## src/pkg/scc_map.svh

```systemverilog
// Register map, field positions and constants of the conditioner register bank.
// Assumes 16-bit register words and 5-bit register addresses.
`ifndef SCC_MAP_SVH
`define SCC_MAP_SVH
// ================================================================
// Register addresses
`define SCC_A_OSC        5'h05
`define SCC_A_BG         5'h06
`define SCC_A_CW1        5'h03
`define SCC_A_CW0        5'h04
`define SCC_A_SMO        5'h07
`define SCC_A_ADC        5'h08
`define SCC_A_OBJ        5'h09
`define SCC_A_AMB        5'h0A
`define SCC_A_IRD        5'h0B
`define SCC_A_TDD        5'h0C
`define SCC_A_IROS       5'h0D
`define SCC_A_TOS        5'h0E
`define SCC_A_MODE       5'h10
`define SCC_A_WP_LO      5'h18
// ================================================================
// Non-volatile word addresses and unlock codes
`define SCC_N_LOW_END    7'h07
`define SCC_N_HIGH_BEG   7'h78
`define SCC_TEST_CODE    7'h59
`define SCC_WP_CODE      7'h65
// ================================================================
// config_word_one bits
`define SCC_B_FATAL      15
`define SCC_B_DACSTOP    14
`define SCC_B_BATEN      13
`define SCC_B_ADCREF     12
`define SCC_B_POT        11
`define SCC_B_C1TGT      10
`define SCC_B_C1POL      9
`define SCC_B_BYP        8
`define SCC_B_RTGT       7
`define SCC_B_RPOL       6
`define SCC_B_WREN       5
`define SCC_B_TEST       4
// config_word_zero bits
`define SCC_B_OBJFN      15:14
`define SCC_B_AMBFN      13:12
`define SCC_B_SGNP       11
`define SCC_B_SGNN       10
`define SCC_B_NTC        9
`define SCC_B_INTV       8:5
// smoothing_config bits
`define SCC_B_GNDMSB     15
`define SCC_B_OSDIS      14
`define SCC_B_IROS       12
`define SCC_B_TOS        11
`define SCC_B_IRAVG      10:8
`define SCC_B_AMBAVG     7:5
// ================================================================
// Decode constants
`define SCC_INT_W0       8'h02
`define SCC_INT_W1       8'h11
`define SCC_INT_W2       8'h43
`define SCC_INT_W3       8'h86
`define SCC_AVG_BASE     4'h6
`define SCC_AVG_MAXCODE  3'h4
`define SCC_OS_BASE      4'h9
`define SCC_DATA_MAX     12'hFFF
`define SCC_DATA_MIN     12'h000
`define SCC_CW1_RST      16'h2000
`endif

```

## src/pkg/scc_pkg.sv

```systemverilog
// Types shared by the conditioner register bank modules.
// Assumes the map header is compiled alongside.
package scc_pkg;
  typedef enum logic {SCC_NORMAL, SCC_TEST} scc_mode_e;
  typedef struct packed {
    logic [1:0] obj_pin_fn;
    logic [1:0] amb_pin_fn;
    logic       cmp1_tgt_amb;
    logic       cmp1_noninv;
    logic       rly_tgt_amb;
    logic       rly_noninv;
    logic       rly_thr_pot;
    logic       temp_bypass;
    logic       adc_ref_int;
    logic       bat_reg_en;
    logic       dac_ref_stop;
    logic       therm_ntc;
    logic       curv_neg;
    logic       os_meas_en;
    logic [7:0] os_interval_s;
    logic [3:0] ir_os_log2;
    logic [3:0] t_os_log2;
    logic [3:0] ir_avg_log2;
    logic [3:0] amb_avg_log2;
    logic       ir_gnd_msb;
  } scc_cfg_s;
endpackage

```

## src/rtl/scc_offset_comp.sv

```systemverilog
// Offset compensation of one measurement chain.
// Assumes raw data and offset in the same two's complement scale.
`timescale 1ns/1ps
`default_nettype none
module scc_offset_comp #(
  parameter int W = 16
) (
  input  wire logic [W-1:0] raw_i,
  input  wire logic [W-1:0] offset_i,
  output logic      [W-1:0] comp_o
);
  assign comp_o = raw_i - offset_i;
endmodule
`default_nettype wire

```

## src/rtl/scc_result_fmt.sv

```systemverilog
// Packs a 12-bit temperature and the shared status bits into a result word.
// Assumes the caller supplies already range-forced data.
`timescale 1ns/1ps
`default_nettype none
module scc_result_fmt (
  input  wire logic [11:0] data_i,
  input  wire logic        ovf_i,
  input  wire logic        unf_i,
  input  wire logic        ftl_i,
  output logic      [15:0] word_o
);
  assign word_o = {data_i, ovf_i, unf_i, ftl_i, 1'b0};
endmodule
`default_nettype wire

```

## src/rtl/scc_regs.sv

```systemverilog
// Configuration, filter-control and result register bank of the conditioner.
// Assumes a serial front end that turns link frames into register strobes.
//
// Contract
// - Multi-bit non-volatile error at load sets the fatal flag.
// - Fatal flag clears only on leaving test mode with protection removed.
// - Battery regulator enabled at reset; only loaded data may disable it.
// - ADC reference select: 0 external, 1 internal on analog ground.
// - Relay threshold source: 0 stored threshold, 1 potentiometer pin.
// - Comparator one: target 0 object, 1 ambient; polarity 0 inverting.
// - Chain bypass: 0 amplifier to ADC, 1 thermistor pair direct.
// - Relay comparator: target 0 object, 1 ambient; polarity 0 inverting.
// - Write-enable and test indicators reset 0, ignore direct writes.
// - Object pin function codes 00 to 11 select four sources.
// - Ambient pin function codes 00 to 11 select four sources.
// - Thermistor type 0 PTC, 1 THERMISTOR_TYPE picks curvature sign bit.
// - Offset interval code selects sixteen intervals, 0 s to 220 s.
// - Trim and smoothing registers unreadable; writes need test mode.
// - Offset measurement control 0 enables, 1 disables both chains.
// - Offset averaging bit selects 512 or 1024 measurements per chain.
// - Depth codes 000 to 100 select 64 to 1024 points.
// - Conversion result readable always, writable in test mode only.
// - Result words hold data 15:4, flags 3:1, bit 0 zero.
// - Chain data stored after subtracting that chain's offset register.
// - Mode code 1011001 in bits 15:9 enters test mode.
// - Code 1100101 in bits 6:0 of protect register enables writes.
`timescale 1ns/1ps
`default_nettype none
`include "scc_map.svh"
module scc_regs
  import scc_pkg::*;
(
  // Clock and power-on reset
  input  wire logic        CLK_I,
  input  wire logic        RST_I,
  // Register access strobes from the serial front end
  input  wire logic [4:0]  REG_ADDR_I,
  input  wire logic        REG_WR_I,
  input  wire logic [15:0] REG_WDATA_I,
  input  wire logic        REG_RD_I,
  output logic      [15:0] REG_RDATA_O,
  output logic             REG_RVALID_O,
  // Non-volatile load after power-on and write permission
  input  wire logic        NVM_LD_I,
  input  wire logic [2:0]  NVM_LD_ADDR_I,
  input  wire logic [15:0] NVM_LD_DATA_I,
  input  wire logic        NVM_MULTI_ERR_I,
  input  wire logic        NVM_WR_REQ_I,
  input  wire logic [6:0]  NVM_WR_ADDR_I,
  output logic             NVM_WR_GO_O,
  // Measurement and linearisation results
  input  wire logic        ADC_DONE_I,
  input  wire logic [15:0] ADC_DATA_I,
  input  wire logic        IR_MEAS_I,
  input  wire logic [15:0] IR_RAW_I,
  input  wire logic        TEMP_MEAS_I,
  input  wire logic [15:0] TEMP_RAW_I,
  input  wire logic        OBJ_LIN_I,
  input  wire logic [11:0] OBJ_TEMP_I,
  input  wire logic        AMB_LIN_I,
  input  wire logic [11:0] AMB_TEMP_I,
  input  wire logic        AMB_OVER_I,
  input  wire logic        AMB_UNDER_I,
  // Configuration and mode outputs
  output scc_cfg_s         CFG_O,
  output logic [15:0]      OSC_TRIM_O,
  output logic [15:0]      BG_TRIM_O,
  output logic             TEST_MODE_O,
  output logic             NVM_WREN_O
);
  // ================================================================
  // State
  logic [15:0] cw1_reg, cw1_next, cw0_reg, cw0_next, smo_reg, smo_next;
  logic [15:0] osc_reg, osc_next, bg_reg, bg_next, adc_reg, adc_next;
  logic [11:0] obj_reg, obj_next, amb_reg, amb_next;
  logic        ovf_reg, ovf_next, unf_reg, unf_next;
  logic [15:0] ird_reg, ird_next, tdd_reg, tdd_next;
  logic [15:0] iros_reg, iros_next, tos_reg, tos_next;
  scc_mode_e   mode_reg, mode_next;
  logic        wp_off_reg, wp_off_next, armed_reg, armed_next;
  logic [15:0] rdata_reg, rdata_next;
  logic        rvalid_reg, rvalid_next, go_reg, go_next;
  scc_cfg_s    cfg_reg, cfg_next;
  logic [15:0] ir_comp, t_comp, obj_word, amb_word, cw1_view;
  logic        test_on, wr_test;

  assign test_on = (mode_reg == SCC_TEST);
  assign wr_test = REG_WR_I && test_on;

  // ================================================================
  // Chain compensation and result packing
  scc_offset_comp #(.W(16)) u_ir_comp (
    .raw_i    (IR_RAW_I),
    .offset_i (iros_reg),
    .comp_o   (ir_comp)
  );
  scc_offset_comp #(.W(16)) u_t_comp (
    .raw_i    (TEMP_RAW_I),
    .offset_i (tos_reg),
    .comp_o   (t_comp)
  );
  scc_result_fmt u_obj_fmt (
    .data_i (obj_reg),
    .ovf_i  (ovf_reg),
    .unf_i  (unf_reg),
    .ftl_i  (cw1_reg[`SCC_B_FATAL]),
    .word_o (obj_word)
  );
  scc_result_fmt u_amb_fmt (
    .data_i (amb_reg),
    .ovf_i  (ovf_reg),
    .unf_i  (unf_reg),
    .ftl_i  (cw1_reg[`SCC_B_FATAL]),
    .word_o (amb_word)
  );

  // Indicator bits are never stored; they mirror mode and protection.
  always_comb begin
    cw1_view = cw1_reg;
    cw1_view[`SCC_B_WREN] = wp_off_reg;
    cw1_view[`SCC_B_TEST] = test_on;
  end

  // ================================================================
  // Mode, protection and configuration words
  always_comb begin
    mode_next   = mode_reg;
    wp_off_next = wp_off_reg;
    armed_next  = armed_reg;
    cw1_next    = cw1_reg;
    cw0_next    = cw0_reg;
    smo_next    = smo_reg;
    osc_next    = osc_reg;
    bg_next     = bg_reg;
    if (REG_WR_I && REG_ADDR_I == `SCC_A_MODE) begin
      mode_next = (REG_WDATA_I[15:9] == `SCC_TEST_CODE) ? SCC_TEST : SCC_NORMAL;
    end
    if (REG_WR_I && REG_ADDR_I >= `SCC_A_WP_LO) begin
      wp_off_next = (REG_WDATA_I[6:0] == `SCC_WP_CODE);
    end
    if (test_on && wp_off_reg) begin
      armed_next = 1'b1;
    end else if (!test_on) begin
      armed_next = 1'b0;
    end
    if (wr_test) begin
      case (REG_ADDR_I)
        `SCC_A_CW1: begin
          // Fatal, regulator and indicator bits are not host-writable.
          cw1_next[`SCC_B_DACSTOP:`SCC_B_RPOL] = {cw1_reg[`SCC_B_DACSTOP],
            cw1_reg[`SCC_B_BATEN], REG_WDATA_I[`SCC_B_ADCREF:`SCC_B_RPOL]};
          cw1_next[`SCC_B_DACSTOP] = REG_WDATA_I[`SCC_B_DACSTOP];
        end
        `SCC_A_CW0: cw0_next = REG_WDATA_I;
        `SCC_A_SMO: smo_next = REG_WDATA_I;
        `SCC_A_OSC: osc_next = REG_WDATA_I;
        `SCC_A_BG:  bg_next  = REG_WDATA_I;
        default: ;
      endcase
    end
    if (NVM_LD_I) begin
      case ({2'b00, NVM_LD_ADDR_I})
        `SCC_A_CW1: cw1_next[`SCC_B_DACSTOP:`SCC_B_TEST] = NVM_LD_DATA_I[15:5];
        `SCC_A_CW0: cw0_next = NVM_LD_DATA_I;
        `SCC_A_SMO: smo_next = NVM_LD_DATA_I;
        `SCC_A_OSC: osc_next = NVM_LD_DATA_I;
        `SCC_A_BG:  bg_next  = NVM_LD_DATA_I;
        default: ;
      endcase
    end
    cw1_next[`SCC_B_WREN] = 1'b0;
    cw1_next[`SCC_B_TEST] = 1'b0;
    cw1_next[3:0] = 4'h0;
    if (armed_reg && mode_next == SCC_NORMAL) begin
      cw1_next[`SCC_B_FATAL] = 1'b0;
    end
    if (NVM_LD_I && NVM_MULTI_ERR_I) begin
      cw1_next[`SCC_B_FATAL] = 1'b1;
    end
  end

  always_ff @(posedge CLK_I) begin
    if (RST_I) begin
      mode_reg   <= SCC_NORMAL;
      wp_off_reg <= 1'b0;
      armed_reg  <= 1'b0;
      cw1_reg    <= `SCC_CW1_RST;
      cw0_reg    <= 16'h0000;
      smo_reg    <= 16'h0000;
      osc_reg    <= 16'h0000;
      bg_reg     <= 16'h0000;
    end else begin
      mode_reg   <= mode_next;
      wp_off_reg <= wp_off_next;
      armed_reg  <= armed_next;
      cw1_reg    <= cw1_next;
      cw0_reg    <= cw0_next;
      smo_reg    <= smo_next;
      osc_reg    <= osc_next;
      bg_reg     <= bg_next;
    end
  end

  // ================================================================
  // Data registers: hardware updates win over test-mode writes
  always_comb begin
    adc_next  = adc_reg;
    obj_next  = obj_reg;
    amb_next  = amb_reg;
    ovf_next  = ovf_reg;
    unf_next  = unf_reg;
    ird_next  = ird_reg;
    tdd_next  = tdd_reg;
    iros_next = iros_reg;
    tos_next  = tos_reg;
    if (wr_test) begin
      case (REG_ADDR_I)
        `SCC_A_ADC:  adc_next  = REG_WDATA_I;
        `SCC_A_OBJ:  obj_next  = REG_WDATA_I[15:4];
        `SCC_A_AMB:  amb_next  = REG_WDATA_I[15:4];
        `SCC_A_IRD:  ird_next  = REG_WDATA_I;
        `SCC_A_TDD:  tdd_next  = REG_WDATA_I;
        `SCC_A_IROS: iros_next = REG_WDATA_I;
        `SCC_A_TOS:  tos_next  = REG_WDATA_I;
        default: ;
      endcase
    end
    if (ADC_DONE_I) begin
      adc_next = ADC_DATA_I;
    end
    if (IR_MEAS_I) begin
      ird_next = ir_comp;
    end
    if (TEMP_MEAS_I) begin
      tdd_next = t_comp;
    end
    if (OBJ_LIN_I) begin
      obj_next = OBJ_TEMP_I;
    end
    if (AMB_LIN_I) begin
      ovf_next = AMB_OVER_I;
      unf_next = AMB_UNDER_I && !AMB_OVER_I;
      if (AMB_OVER_I) begin
        amb_next = `SCC_DATA_MAX;
      end else if (AMB_UNDER_I) begin
        amb_next = `SCC_DATA_MIN;
      end else begin
        amb_next = AMB_TEMP_I;
      end
    end
  end

  always_ff @(posedge CLK_I) begin
    if (RST_I) begin
      adc_reg  <= 16'h0000;
      obj_reg  <= 12'h000;
      amb_reg  <= 12'h000;
      ovf_reg  <= 1'b0;
      unf_reg  <= 1'b0;
      ird_reg  <= 16'h0000;
      tdd_reg  <= 16'h0000;
      iros_reg <= 16'h0000;
      tos_reg  <= 16'h0000;
    end else begin
      adc_reg  <= adc_next;
      obj_reg  <= obj_next;
      amb_reg  <= amb_next;
      ovf_reg  <= ovf_next;
      unf_reg  <= unf_next;
      ird_reg  <= ird_next;
      tdd_reg  <= tdd_next;
      iros_reg <= iros_next;
      tos_reg  <= tos_next;
    end
  end

  // ================================================================
  // Read port, write permission and decoded configuration
  always_comb begin
    rvalid_next = REG_RD_I;
    rdata_next  = rdata_reg;
    if (REG_RD_I) begin
      case (REG_ADDR_I)
        `SCC_A_CW1:  rdata_next = cw1_view;
        `SCC_A_CW0:  rdata_next = cw0_reg;
        `SCC_A_ADC:  rdata_next = adc_reg;
        `SCC_A_OBJ:  rdata_next = obj_word;
        `SCC_A_AMB:  rdata_next = amb_word;
        `SCC_A_IRD:  rdata_next = ird_reg;
        `SCC_A_TDD:  rdata_next = tdd_reg;
        `SCC_A_IROS: rdata_next = iros_reg;
        `SCC_A_TOS:  rdata_next = tos_reg;
        default:     rdata_next = 16'h0000;
      endcase
    end
    go_next = NVM_WR_REQ_I && wp_off_reg &&
              (test_on || (NVM_WR_ADDR_I > `SCC_N_LOW_END &&
                           NVM_WR_ADDR_I < `SCC_N_HIGH_BEG));
    cfg_next.obj_pin_fn   = cw0_reg[`SCC_B_OBJFN];
    cfg_next.amb_pin_fn   = cw0_reg[`SCC_B_AMBFN];
    cfg_next.cmp1_tgt_amb = cw1_reg[`SCC_B_C1TGT];
    cfg_next.cmp1_noninv  = cw1_reg[`SCC_B_C1POL];
    cfg_next.rly_tgt_amb  = cw1_reg[`SCC_B_RTGT];
    cfg_next.rly_noninv   = cw1_reg[`SCC_B_RPOL];
    cfg_next.rly_thr_pot  = cw1_reg[`SCC_B_POT];
    cfg_next.temp_bypass  = cw1_reg[`SCC_B_BYP];
    cfg_next.adc_ref_int  = cw1_reg[`SCC_B_ADCREF];
    cfg_next.bat_reg_en   = cw1_reg[`SCC_B_BATEN];
    cfg_next.dac_ref_stop = cw1_reg[`SCC_B_DACSTOP];
    cfg_next.therm_ntc    = cw0_reg[`SCC_B_NTC];
    cfg_next.curv_neg     = cw0_reg[`SCC_B_NTC] ? cw0_reg[`SCC_B_SGNN]
                                                : cw0_reg[`SCC_B_SGNP];
    cfg_next.os_meas_en   = !smo_reg[`SCC_B_OSDIS];
    cfg_next.os_interval_s = (cw0_reg[5] ? `SCC_INT_W0 : 8'h00) +
                             (cw0_reg[6] ? `SCC_INT_W1 : 8'h00) +
                             (cw0_reg[7] ? `SCC_INT_W2 : 8'h00) +
                             (cw0_reg[8] ? `SCC_INT_W3 : 8'h00);
    cfg_next.ir_os_log2   = `SCC_OS_BASE + {3'h0, smo_reg[`SCC_B_IROS]};
    cfg_next.t_os_log2    = `SCC_OS_BASE + {3'h0, smo_reg[`SCC_B_TOS]};
    cfg_next.ir_avg_log2  = `SCC_AVG_BASE + ((smo_reg[`SCC_B_IRAVG] > `SCC_AVG_MAXCODE) ?
                            {1'b0, `SCC_AVG_MAXCODE} : {1'b0, smo_reg[`SCC_B_IRAVG]});
    cfg_next.amb_avg_log2 = `SCC_AVG_BASE + ((smo_reg[`SCC_B_AMBAVG] > `SCC_AVG_MAXCODE) ?
                            {1'b0, `SCC_AVG_MAXCODE} : {1'b0, smo_reg[`SCC_B_AMBAVG]});
    cfg_next.ir_gnd_msb   = smo_reg[`SCC_B_GNDMSB];
  end

  always_ff @(posedge CLK_I) begin
    if (RST_I) begin
      rdata_reg   <= 16'h0000;
      rvalid_reg  <= 1'b0;
      go_reg      <= 1'b0;
      cfg_reg     <= '0;
      TEST_MODE_O <= 1'b0;
      NVM_WREN_O  <= 1'b0;
      OSC_TRIM_O  <= 16'h0000;
      BG_TRIM_O   <= 16'h0000;
    end else begin
      rdata_reg   <= rdata_next;
      rvalid_reg  <= rvalid_next;
      go_reg      <= go_next;
      cfg_reg     <= cfg_next;
      TEST_MODE_O <= test_on;
      NVM_WREN_O  <= wp_off_reg;
      OSC_TRIM_O  <= osc_reg;
      BG_TRIM_O   <= bg_reg;
    end
  end

  assign REG_RDATA_O  = rdata_reg;
  assign REG_RVALID_O = rvalid_reg;
  assign NVM_WR_GO_O  = go_reg;
  assign CFG_O        = cfg_reg;
endmodule
`default_nettype wire

```

## config.mk

```make
export PLATFORM = sky130hd
export DESIGN_NAME = scc_regs
export DESIGN_NICKNAME = d
export VERILOG_FILES = /design/src/pkg/scc_pkg.sv /design/src/rtl/scc_offset_comp.sv /design/src/rtl/scc_result_fmt.sv /design/src/rtl/scc_regs.sv
export VERILOG_INCLUDE_DIRS = /design/src /design/src/pkg
export SDC_FILE = /design/constraint.sdc
export NUM_CORES = 1
export LEC_CHECK = 0
export BUFFER_PORTS_ARGS = -buffer_cell sky130_fd_sc_hd__buf_2
export CAP_MARGIN = 25
export CORE_MARGIN = 2
export CORE_UTILIZATION = 35
export DETAILED_ROUTE_END_ITERATION = 7
export PLACE_DENSITY = 0.55
export SLEW_MARGIN = 20
export SYNTH_ARGS = -nofsm -noshare
export SYNTH_HDL_FRONTEND = slang
export SYNTH_HIERARCHICAL = 1
export SYNTH_SLANG_ARGS = --single-unit
```

## constraint.sdc

```tcl
create_clock -name CLK_I -period 3.3 [get_ports CLK_I]
set_clock_uncertainty 0.05 [all_clocks]
set_input_delay 0.495 -clock CLK_I [delete_from_list [all_inputs] [get_ports CLK_I]]
set_output_delay 0.495 -clock CLK_I [all_outputs]
set_load 0.02 [all_outputs]
```

Word level (Yosys, flattened, before mapping):

Cells that the tools add are included.

* mux-type cells: 51
* reduce and logical (&&, ||, !) cells: 31
* eq/ne operators: 21
* $lt $le $gt $ge: 5
* add/sub/neg operators: 9
* bitwise gates (word level): 1

Operator list (number)
* 2-to-1 mux 16 bit: 25
* one-hot mux 16 bit (9 select lines): 1
* 2-to-1 mux 12 bit: 8
* == test 5 x 4 -> 1 bit (second input constant): 7
* subtractor 16 bit: 2
* 2-to-1 mux 11 bit: 2
* nonzero test 2 bit: 11
* == test 5 x 3 -> 1 bit (second input constant): 4
* 2-to-1 mux 9 bit: 2
* == test 7 bit (second input constant): 2
* AND reduction 2 bit: 7
* == test 3 bit (second input constant): 4
* logical AND 1 bit: 10
* adder 3 x 3 -> 4 bit (first input constant): 2
* adder 4 x 1 -> 4 bit (first input constant): 2
* adder 6 x 7 -> 8 bit: 1
* adder 8 bit: 1
* 2-to-1 mux 8 bit: 1
* > comparator 7 x 3 -> 1 bit (second input constant): 1
* < comparator 7 bit (second input constant): 1
* 2-to-1 mux 1 bit: 7
* 2-to-1 mux 7 bit: 1
* adder 2 x 5 -> 6 bit: 1
* > comparator 3 bit (second input constant): 2
* other kinds (11): 13

* input bits: 133
* word-level logic and storage cells: 164
* register bits: 282

Longest topological paths before layout:

Gate-level depths: netlist of the first run.

* word-level depth: 7
* gate-level depth with buffers: 10
* depth with buffers taken out: 10

By module:

The synthesis of the first run kept the hierarchy.

By module, submodules not included
* scc_regs: instances 1, cells each 1210, area each 11429.7 um^2
* scc_offset_comp (u_t_comp): instances 1, cells each 135, area each 980.9 um^2
* scc_offset_comp (u_ir_comp): instances 1, cells each 130, area each 852.1 um^2
* scc_result_fmt: instances 2, cells each 17, area each 123.9 um^2

Least setup slack after synthesis of the first run:

OpenSTA, ideal clock, no wires.

* kind: input to register
* from: in IR_RAW_I[0]
* to: reg ird_reg[12]
* arrival: 2155 ps
* stages: 10
* buffers on the path: 0
* required time: 3185 ps
* path slack: 1029 ps
* setup time: 65 ps
* path through: inv_1 -> ha_1 -> fa_1 -> nor2b_4 -> o2111ai_1 -> a21oi_1 -> nor2_1 -> o311ai_1 -> mux2i_1 -> nor2_1

* word-level cells in the longest chain between the ends: 2

RTL lines
* start: declaration: RTL line scc_regs.sv:55 `input wire logic [15:0] IR_RAW_I,`
* subtractor 16 bit: RTL line scc_offset_comp.sv:12 `assign comp_o = raw_i - offset_i;`
* net ir_comp[12]: RTL line scc_regs.sv:84 `logic [15:0] ir_comp, t_comp, obj_word, amb_word, cw1_view;`
* 2-to-1 mux 16 bit: RTL line scc_regs.sv:231 `if (IR_MEAS_I) begin`
* end signal: assignment: RTL line scc_regs.sv:270 `ird_reg <= ird_next;`
* end: declaration: RTL line scc_regs.sv:77 `logic [15:0] ird_reg, ird_next, tdd_reg, tdd_next;`

The timed path passes the listed nets, and every way through them passes these cells.
A chain may end at the register's enable or synchronous reset.

Worst setup path after layout of the first run:

* from: reg iros_reg[0]
* to: reg ird_reg[12]

* word-level cells in the longest chain between the ends: 2

RTL lines
* start: declaration: RTL line scc_regs.sv:78 `logic [15:0] iros_reg, iros_next, tos_reg, tos_next;`
* start signal: assignment: RTL line scc_regs.sv:272 `iros_reg <= iros_next;`
* subtractor 16 bit: RTL line scc_offset_comp.sv:12
* net ir_comp[12]: RTL line scc_regs.sv:84
* 2-to-1 mux 16 bit: RTL line scc_regs.sv:231

The timed path passes the listed nets, and every way through them passes these cells.

==> results of run 1 <==
synthesized netlist by cell type, drive strengths merged, types with 23 or more instances:
| library cell | n |
|---|---|
| clkbuf | 58 |
| nor2 | 115 |
| a21oi | 152 |
| inv | 47 |
| nor2b | 62 |
| o21ai | 62 |
| mux2 | 64 |
| ha | 32 |
| a22oi | 28 |
| buf | 91 |
| dfxtp | 266 |
| and3 | 23 |
| mux2i | 129 |
| nand2 | 142 |
path summary, 6_finish.rpt:
kind,to,slack [ns],depth (start not counted)
worst min-delay path,obj_reg[2],0.1,3
worst max register to register,ird_reg[12],0.85,9
worst min register to register,CFG_O[25],0.38,1
worst max-delay path,ird_reg[12],0.85,9
through the flow:
stage	std cells	utilization [%]	total power [µW]
after floorplan	1511	-	4030
after global placement	2115	38.7	4310
after detailed placement	2115	38.7	4330
after CTS	2165	41.2	7590
after global routing	2168	41.3	7810
final	2170	41.3	7540
power breakdown:
part | internal, µW | leakage (µW) | total, µW | switching (µW)
registers | 3330 | 0.00217 | 3420 | 86.9
logic | 330 | 0.00369 | 850 | 520
clock network | 1900 | 0.000467 | 3280 | 1380
cells by family (layout without fill, tap and decap cells):
family                   after synthesis  in the layout  synth area share [%]
buffers and inverters                197            342                  7.38
multiplexers                         193            193                  14.9
XOR/XNOR                              23             23                  1.49
flip-flops                           266            266                  39.4
adder cells (fa/ha/maj)               36             36                  3.56
AO/OA/AOI/OAI                        372            372                  17.9
AND/OR/NAND/NOR                      419            419                  15.3
other                                  3              8                0.0833
layer usage:
metal / part of all wire [%] / up-vias / track usage (%)
met5: 0.049 / - / 0
met4: 4.0 / 4 / 8.23
met3: 6.9 / 98 / 4.38
met2: 46 / 384 / 36.9
met1: 44 / 5501 / 29.9
li1: - / 5554 / -
tightest hold or removal path, stage by stage:
cell and delay [ns]:
buf_2 0.07, mux2i_1 0.05, nor2_1 0.07
layout make-up:
class                   count  area, µm²  share of cell area [%]
diodes                      3       7.51                  0.0481
repair buffers            244       1320                    8.43
multi-input cells        1048       7200                    46.1
inverters                  48        180                    1.15
well taps                 511        639                    4.09
flip-flops and latches    266       5330                    34.1
clock inverters             5       72.6                   0.465
clock buffers              45        876                    5.61
cells in the final DEF, fill, tap and decap left out, types with 17 or more instances in the layout:
| cell type | count |
|---|---|
| a22oi_1 | 28 |
| ha_1 | 32 |
| and3_1 | 23 |
| nand2_1 | 142 |
| dfxtp_1 | 266 |
| xnor2_1 | 17 |
| buf_2 | 218 |
| nor2_1 | 114 |
| mux2i_1 | 129 |
| clkbuf_16 | 29 |
| o211ai_1 | 17 |
| buf_4 | 22 |
| o21ai_0 | 59 |
| nor2b_1 | 60 |
| mux2_2 | 54 |
| a211oi_1 | 19 |
| inv_1 | 47 |
| a21oi_1 | 146 |
==> flow_summary_export.csv, run 1 <==
group,metric,value,unit
synthesis,avgSynthCellArea,8.95,µm²
floorplanning,ios,226,
sta,rsz0062_at_grt,"no",
floorplanning,die_x,200,µm
sta,whs,0.0999,ns
floorplanning,floorplan.initialDensity,35.7,%
detailed_routing,via_per_inst,5.32,
detailed_routing,drtIter0Drc,1098,
critical_path,cp_top_family,"compound AO/OA/AOI/OAI gates",
sta,tns,0,ns
sta,setup_viol,0,
finish,fin_nets,1806,
synthesis,ys_types,82,
sta,drv_slew,0,
finish,largest_reg_flops,37,
detailed_routing,ant_nets,0,
hold_path,worstHoldStart,"OBJ_TEMP_I[2]",
critical_path,crit_path_frequent_cell,"nor2_1",
clock_tree,ctsResizeCount,0,
global_routing,gr-total-overflow,0,
clock_tree,clock_tree.root_cell,"clkbuf_16",
synthesis,netlist_area,13500,µm²
clock_tree,post-cts-setup-buffers,0,
detailed_routing,drt-pass1-iter-count,5,
sta,hold_viol,0,
critical_path,crit_chain,"ha_1, fa_1, nor2b_4, o2111ai_1, a21oi_1, nor2_1, o311ai_1, mux2i_1, nor2_1",
clock_tree,cts_buffers,29,
power_and_ir_drop,ir_drop,388,µV
status,status,"finished, final reports clean",
global_routing,track_usage,22.7,%
critical_path,crit_fanout,4,
placement,gp_congestion,0.909,
sta,fmax,409,MHz
clock_tree,tritoncts,"yes",
critical_path,cp_slowest_stage_delay,0.45,ns
clock_tree,cts_hold_buf,0,
sta,min_period,2.45,ns
critical_path,arrival,2.88,ns
synthesis,synth_edf_count,0,
detailed_routing,remaining_drc_errors,0,
synthesis,ys_ff_latch,266,
clock_tree,clk_pin_slew,0.06,ns
clock_tree,clock-sinks,266,
sta,worstMarginPinSlew,1.34,ns
critical_path,crit_buf_inv,0,
critical_path,r2r_start,"iros_reg[0]",
critical_path,worst_path_max_delay_cell,"fa_1",
critical_path,cp-start-kind,"register",
hold_path,min_path_type,"primary input to register",
clock_tree,clk_latency,0.59,ns
floorplanning,core.rowCount,71,
detailed_routing,drt-total-wl,46900,µm
global_routing,grt_pass1_vias,11136,
sta,fin_ws,0.854,ns
placement,post_dp_cell_area,14600,µm²
finish,final_cell_area,15600,µm²
detailed_routing,detail_route.wl_per_cell,21.6,µm
placement,port_buffers,219,
global_routing,antenna_found_initial,5,
power_and_ir_drop,p_per_area,483,nW/µm²
synthesis,synth_top_area_share,39.4,%
clock_tree,htreeDepth,1,
critical_path,endpoint_kind,"register",
critical_path,critPathLaunch,"iros_reg[0]",
synthesis,ys.flop_type,"dfxtp_1",
synthesis,ys_seq_area_share,39.4,%
sta,finalCritPeriodShare,74.1,%
floorplanning,fp.dieH,200,µm
synthesis,synth_area_leaders,"dfxtp_1, mux2i_1, a21oi_1",
placement,hpwl,34000,µm
synthesis,synthArstFlopShare,0,%
floorplanning,core-area,37800,µm²
floorplanning,dieArea,40200,µm²
synthesis,synth_top_cell_by_area,"dfxtp_1",
detailed_routing,vias,11541,
critical_path,worstPathRequired,3.74,ns
placement,dpl_worst_slack,0.470,ns
power_and_ir_drop,power.leakage,0.00633,µW
finish,syn2layout_area_growth,15.6,%
synthesis,syn-instance-count,1509,
global_routing,grt_max_degree,210,
critical_path,critPathKind,"register to register",
global_routing,grt_pass1_wl,70100,µm
sta,slew_headroom,10.3,%
clock_tree,clockBufferDepth,3,
run,cap_violations,0,
finish,fillerInstances,3921,
finish,drive_gt1_share,22.0,%
synthesis,synth_warnings,6,
(Power assumes the default switching activity.)
==> inputs of run 2 (changes only) <==
--- a/config.mk
+++ b/config.mk
@@ -6,12 +6,13 @@
 export SDC_FILE = /design/constraint.sdc
 export NUM_CORES = 1
 export LEC_CHECK = 0
+export ABC_AREA = 1
 export BUFFER_PORTS_ARGS = -buffer_cell sky130_fd_sc_hd__buf_2
 export CAP_MARGIN = 25
 export CORE_MARGIN = 2
 export CORE_UTILIZATION = 35
 export DETAILED_ROUTE_END_ITERATION = 7
-export PLACE_DENSITY = 0.55
+export PLACE_DENSITY = 0.57
 export SLEW_MARGIN = 20
 export SYNTH_ARGS = -nofsm -noshare
 export SYNTH_HDL_FRONTEND = slang
==> constraint.sdc (replaced) <==
create_clock -name CLK_I -period 2.15 [get_ports CLK_I]
set_clock_uncertainty 0.05 [all_clocks]
set_input_delay 0.3225 -clock CLK_I [delete_from_list [all_inputs] [get_ports CLK_I]]
set_output_delay 0.3225 -clock CLK_I [all_outputs]
set_load 0.02 [all_outputs]
==> flow_summary_export.csv, run 2 <==
group,metric,value,unit
detailed_routing,vias,13839,
synthesis,synth_area_leaders,"dfxtp_1, nand2_1, inv_1",
global_routing,grt_max_degree,102,
synthesis,yosysMostFrequentCell,"nand2_1",
synthesis,synth_mux_area_share,0,%
sta,slew_headroom,51.5,%
placement,dpl_worst_slack,0.0302,ns
finish,layout_commonest_cell,"nand2_1",
detailed_routing,drt-pass1-iter-count,6,
global_routing,grt_use_met2,39.4,%
power_and_ir_drop,ir_drop,632,µV
power_and_ir_drop,power.leakage,0.00826,µW
synthesis,ys_seq_area_share,38.3,%
synthesis,ys.flop_type,"dfxtp_1",
sta,worstMarginPinSlew,0.725,ns
synthesis,synth_warnings,6,
floorplanning,ios,226,
synthesis,syn-instance-count,2088,
synthesis,yosys-top-cells-count,"nand2_1, inv_1, dfxtp_1",
sta,fmax,501,MHz
global_routing,grt_use_met3,2.65,%
power_and_ir_drop,p_per_area,726,nW/µm²
sta,rsz0062_at_grt,"no",
synthesis,synthArstFlopShare,0,%
detailed_routing,via_per_inst,4.93,
floorplanning,dieArea,41300,µm²
synthesis,synth_edf_count,0,
global_routing,grtUsageMet1,31.5,%
finish,fillerInstances,4209,
global_routing,track_usage,23.6,%
sta,finalCritPeriodShare,92.8,%
floorplanning,fp.dieH,203,µm
clock_tree,clock-sinks,266,
sta,drv_slew,0,
clock_tree,clk_pin_slew,0.06,ns
critical_path,critPathKind,"register to register",
finish,final_cell_area,16600,µm²
synthesis,synth-xor-area-share,1.01,%
synthesis,yosys.area_share.simple,26.3,%
global_routing,grt-busiest-layer,"met2",
sta,tns,0,ns
clock_tree,cts_buffers,29,
synthesis,ys_ff_latch,266,
global_routing,gr-total-overflow,0,
finish,layout_common_cells,"nand2_1, inv_1, dfxtp_1, buf_2, a21oi_1",
finish,largest_reg_flops,37,
synthesis,ys_types,43,
synthesis,synth_fa_ha_area_share,3.46,%
sta,hold_viol,0,
run,cap_violations,0,
finish,fin_nets,2435,
sta,whs,0.0236,ns
clock_tree,clock_tree.root_cell,"clkbuf_16",
placement,post_dp_cell_area,15400,µm²
floorplanning,core.rowCount,72,
floorplanning,floorplan.initialDensity,35.7,%
detailed_routing,remaining_drc_errors,0,
detailed_routing,detail_route.wl_per_cell,17.9,µm
placement,gp_congestion,0.946,
floorplanning,die_x,203,µm
detailed_routing,ant_nets,0,
detailed_routing,drtIter0Drc,980,
synthesis,netlist_area,13900,µm²
synthesis,synth_top_family_by_area,"simple AND/OR/NAND/NOR gates",
synthesis,synth_top_area_share,38.3,%
synthesis,avgSynthCellArea,6.65,µm²
hold_path,min_path_type,"primary input to register",
finish,drive_gt1_share,16.1,%
global_routing,grt_pass1_wl,75100,µm
clock_tree,clockBufferDepth,3,
status,status,"finished, final reports clean",
detailed_routing,drt-total-wl,50200,µm
clock_tree,clk_latency,0.55,ns
sta,fin_ws,0.155,ns
placement,hpwl,38200,µm
critical_path,endpoint_kind,"register",
floorplanning,core-area,38900,µm²
critical_path,arrival,2.42,ns
clock_tree,htreeDepth,1,
placement,port_buffers,219,
critical_path,worstPathRequired,2.57,ns
power_and_ir_drop,report.power.total,12000,µW
critical_path,cp-start-kind,"register",
clock_tree,tritoncts,"yes",
sta,setup_viol,0,
global_routing,grt_pass1_vias,13074,
synthesis,synth_top_cell_by_area,"dfxtp_1",
critical_path,crit_fanout,5,
finish,syn2layout_area_growth,19.2,%
global_routing,antenna_found_initial,2,
clock_tree,post-cts-setup-buffers,0,
synthesis,synth_compound_area_share,17.0,%
sta,min_period,1.99,ns
[run 2: logic make-up (layout without fill, tap and decap cells)]
group	count (synthesis)	count (layout)
AND/OR/NAND/NOR	870	870
adder cells (fa/ha/maj)	36	36
AO/OA/AOI/OAI	443	443
other	3	6
flip-flops	266	266
XOR/XNOR	16	16
buffers and inverters	454	651
[run 2: metal layers]
| layer | vias up | wire length, µm |
|---|---|---|
| met5 | - | 13 |
| met4 | 2 | 1790 |
| met3 | 88 | 3150 |
| met2 | 485 | 23000 |
| met1 | 6310 | 22200 |
| li1 | 6954 | - |
[run 2: layout make-up]
class / instances / area [µm²] / area share (%)
multi-input cells: 1370 / 6720 / 40.6
flip-flops and latches: 266 / 5330 / 32.1
repair buffers: 281 / 1640 / 9.89
inverters: 318 / 1200 / 7.23
clock buffers: 42 / 875 / 5.28
well taps: 518 / 648 / 3.91
clock inverters: 10 / 160 / 0.967
diodes: 1 / 2.50 / 0.0151
[run 2: timing repair]
| action | 4_1_cts | 5_1_grt |
|---|---|---|
| setup endpoints to repair | 0 | 6 |
| hold buffers | 10 | 0 |
| resized for setup | 0 | 11 |
| hold endpoints to repair | 10 | 0 |
[run 2: final timing paths]
check / startpoint / endpoint / slack [ns] / depth (start not counted)
min: NVM_LD_DATA_I[12] / cw0_reg[12] / 0.02 / 3
min reg2reg: osc_reg[14] / OSC_TRIM_O[14] / 0.37 / 2
max: tos_reg[4] / tdd_reg[15] / 0.16 / 12
max reg2reg: tos_reg[4] / tdd_reg[15] / 0.16 / 12
[run 2: through the flow]
step | instances | util [%]
after floorplan | 2090 | -
after global placement | 2743 | 39.5
after detailed placement | 2743 | 39.5
after CTS | 2805 | 42.4
after global routing | 2806 | 42.6
final | 2806 | 42.6
[run 2: worst max-delay path, stage by stage (launching register included)]
cell and delay (ns):
dfxtp_1 0.43, inv_1 0.07, ha_1 0.37, nand2_1 0.10, nor2_1 0.09, nand3_1 0.10, nand2_2 0.13, nand2_1 0.09
nand2_1 0.07, nand2_1 0.04, nand2_1 0.11, nand2_1 0.09, a31oi_1 0.18
[run 2: where the power goes]
| group | switching (µW) | leakage [µW] | internal, µW | total [µW] |
|---|---|---|---|---|
| Combinational | 946 | 0.00557 | 479 | 1420 |
| Sequential | 110 | 0.00217 | 5110 | 5220 |
| Clock | 2090 | 0.000516 | 3290 | 5380 |
| Total | 3140 | 0.00826 | 8880 | 12000 |
==> inputs of run 3 (changes only) <==
--- a/config.mk
+++ b/config.mk
@@ -6,13 +6,12 @@
 export SDC_FILE = /design/constraint.sdc
 export NUM_CORES = 1
 export LEC_CHECK = 0
-export ABC_AREA = 1
 export BUFFER_PORTS_ARGS = -buffer_cell sky130_fd_sc_hd__buf_2
 export CAP_MARGIN = 25
 export CORE_MARGIN = 2
 export CORE_UTILIZATION = 35
 export DETAILED_ROUTE_END_ITERATION = 7
-export PLACE_DENSITY = 0.57
+export PLACE_DENSITY = 0.55
 export SLEW_MARGIN = 20
 export SYNTH_ARGS = -nofsm -noshare
 export SYNTH_HDL_FRONTEND = slang
==> constraint.sdc (replaced) <==
create_clock -name CLK_I -period 2.2 [get_ports CLK_I]
set_clock_uncertainty 0.05 [all_clocks]
set_input_delay 0.33 -clock CLK_I [delete_from_list [all_inputs] [get_ports CLK_I]]
set_output_delay 0.33 -clock CLK_I [all_outputs]
set_load 0.02 [all_outputs]
==> flow_summary_export.csv, run 3 (same netlist as run 1, synthesis figures left out) <==
group,metric,value,unit
critical_path,r2r_cells,10,
detailed_routing,drt-total-wl,48800,µm
critical_path,worstPathRequired,2.69,ns
clock_tree,tritoncts,"yes",
detailed_routing,drt-pass1-iter-count,5,
detailed_routing,via_per_inst,5.22,
sta,hold_viol,0,
power_and_ir_drop,report.power.total,12300,µW
global_routing,track_usage,23.7,%
detailed_routing,ant_nets,0,
status,status,"finished, final reports clean",
detailed_routing,drtIter0Drc,814,
clock_tree,clk_latency,0.60,ns
finish,multi_input_area,7390,µm²
power_and_ir_drop,clock_power_share,46.2,%
floorplanning,die_x,200,µm
global_routing,antenna_found_initial,4,
clock_tree,clk_pin_slew,0.07,ns
finish,drive_gt1_share,28.9,%
clock_tree,clock_tree.root_cell,"clkbuf_16",
power_and_ir_drop,p_seq_share,41.6,%
detailed_routing,vias,12139,
hold_path,holdPathStages,3,
global_routing,grt_pass1_wl,73400,µm
floorplanning,core-area,37800,µm²
placement,port_buffers,219,
finish,regArea,5330,µm²
finish,largest_reg_flops,37,
critical_path,cp_slowest_stage_delay,0.47,ns
finish,postLayoutCoreUtil,45.9,%
placement,gp_congestion,0.895,
detailed_routing,detail_route.wl_per_cell,21.0,µm
power_and_ir_drop,power.leakage,0.00719,µW
sta,slew_headroom,52.3,%
floorplanning,core.rowCount,71,
finish,syn2layout_area_growth,28.6,%
sta,worstMarginPinSlew,0.711,ns
floorplanning,fp.dieH,200,µm
power_and_ir_drop,p_per_area,708,nW/µm²
power_and_ir_drop,switching_share,25.3,%
critical_path,worst_path_max_delay_cell,"or4_1",
floorplanning,ios,226,
critical_path,endpoint_kind,"register",
clock_tree,clockBufferDepth,3,
global_routing,grt_pass1_vias,11967,
global_routing,grt_max_degree,80,
critical_path,cp-start-kind,"register",
clock_tree,cts_buffers,30,
finish,layout_commonest_cell,"dfxtp_1",
sta,setup_viol,0,
global_routing,gr-total-overflow,0,
power_and_ir_drop,p_switching,3110,µW
power_and_ir_drop,ir_drop,682,µV
placement,hpwl,36300,µm
finish,layout_common_cells,"dfxtp_1, buf_2, nand2_1, a21oi_1",
clock_tree,htreeDepth,1,
detailed_routing,remaining_drc_errors,0,
sta,drv_slew,0,
finish,fillerInstances,3726,
power_and_ir_drop,comb_power_share,12.2,%
critical_path,arrival,2.60,ns
sta,finalCritPeriodShare,96.0,%
hold_path,min_path_type,"primary input to register",
sta,fmax,473,MHz
critical_path,critPathKind,"register to register",
sta,min_period,2.11,ns
sta,rsz0062_at_grt,"no",
critical_path,crit_chain,"inv_1, ha_1, nor2b_4, o2111ai_4, a21oi_4, buf_4, or4_1, nand4_1, mux2i_1, nor2_1",
sta,tns,0,ns
power_and_ir_drop,internal_power,9190,µW
run,cap_violations,0,
floorplanning,floorplan.initialDensity,35.7,%
floorplanning,dieArea,40200,µm²
critical_path,crit_fanout,3,
finish,fin_nets,1960,
clock_tree,clock-sinks,266,
==> run 3: cell types whose count changed in the layout (fill, tap and decap cells not counted), moves of 60 or more <==
cell / change
mux2i_1: +129
inv_1: -259
nand2_1: -387
o21ai_0: -112
nor2b_1: +60
nor2_1: -64
nand3_1: -68
buf_4: +80
==> run 3: final cells by class <==
| cell class | instances | area share, % |
|---|---|---|
| antenna | 4 | 0.0576 |
| clock buffer | 35 | 4.60 |
| clock inverter | 18 | 1.89 |
| inverter | 48 | 1.04 |
| multi-input combinational | 1048 | 42.5 |
| sequential | 266 | 30.7 |
| tap | 511 | 3.68 |
| timing repair buffer | 397 | 15.5 |
==> run 3: critical path: cells and delay by family (launching register included) <==
kind                       cells  cell delay, ns
AOI/OAI and AO/OA              2            0.35
adders and majority gates      1            0.28
buffers and inverters          2            0.20
DFF                            1            0.33
muxes                          1            0.07
and+or+nand+nor                4            0.81
==> run 3: routing by layer <==
layer	share of wire [%]	vias to the layer above	track usage [%]
met5	0.023	-	0
met4	3.9	2	8.52
met3	4.9	98	3.41
met2	47	370	39.7
met1	45	5807	31.2
li1	-	5862	-
==> run 3: power groups by stage <==
stage / sequential (µW) / clock (µW) / combinational, µW
5_1_grt: 5130 / 5960 / 1630
4_1_cts: 5120 / 5760 / 1460
6_report: 5120 / 5680 / 1500
2_1_floorplan: 5200 / 0 / 842
3_5_place_dp: 5220 / 0 / 1400
3_3_place_gp: 5220 / 0 / 1380
==> run 3: path summary, 6_finish.rpt <==
path	start	endpoint	slack, ns
max	iros_reg[2]	ird_reg[10]	0.09
min	NVM_LD_DATA_I[14]	cw1_reg[13]	0.02
max reg2reg	iros_reg[2]	ird_reg[10]	0.09
min reg2reg	smo_reg[14]	CFG_O[25]	0.39
==> run 3: through the flow <==
step	setup WS [ns]	area, µm²	cells	hold slack [ns]
final	0.0873	17400	2327	0.0172
after global routing	0.00296	17400	2324	0.0253
after CTS	0.00857	17200	2319	0.00349
after detailed placement	-0.240	15700	2231	0.374
after global placement	-0.248	15700	2231	0.385
after floorplan	0.0943	13500	1511	0.342
==> run 3: what timing repair did <==
item / CTS / global route
pin swaps: 0 / 17
hold buffers: 35 / 0
endpoints found under the hold margin: 51 / 0
buffers inserted: 0 / 4
gates resized for setup: 4 / 37
endpoints found under the setup margin: 5 / 26
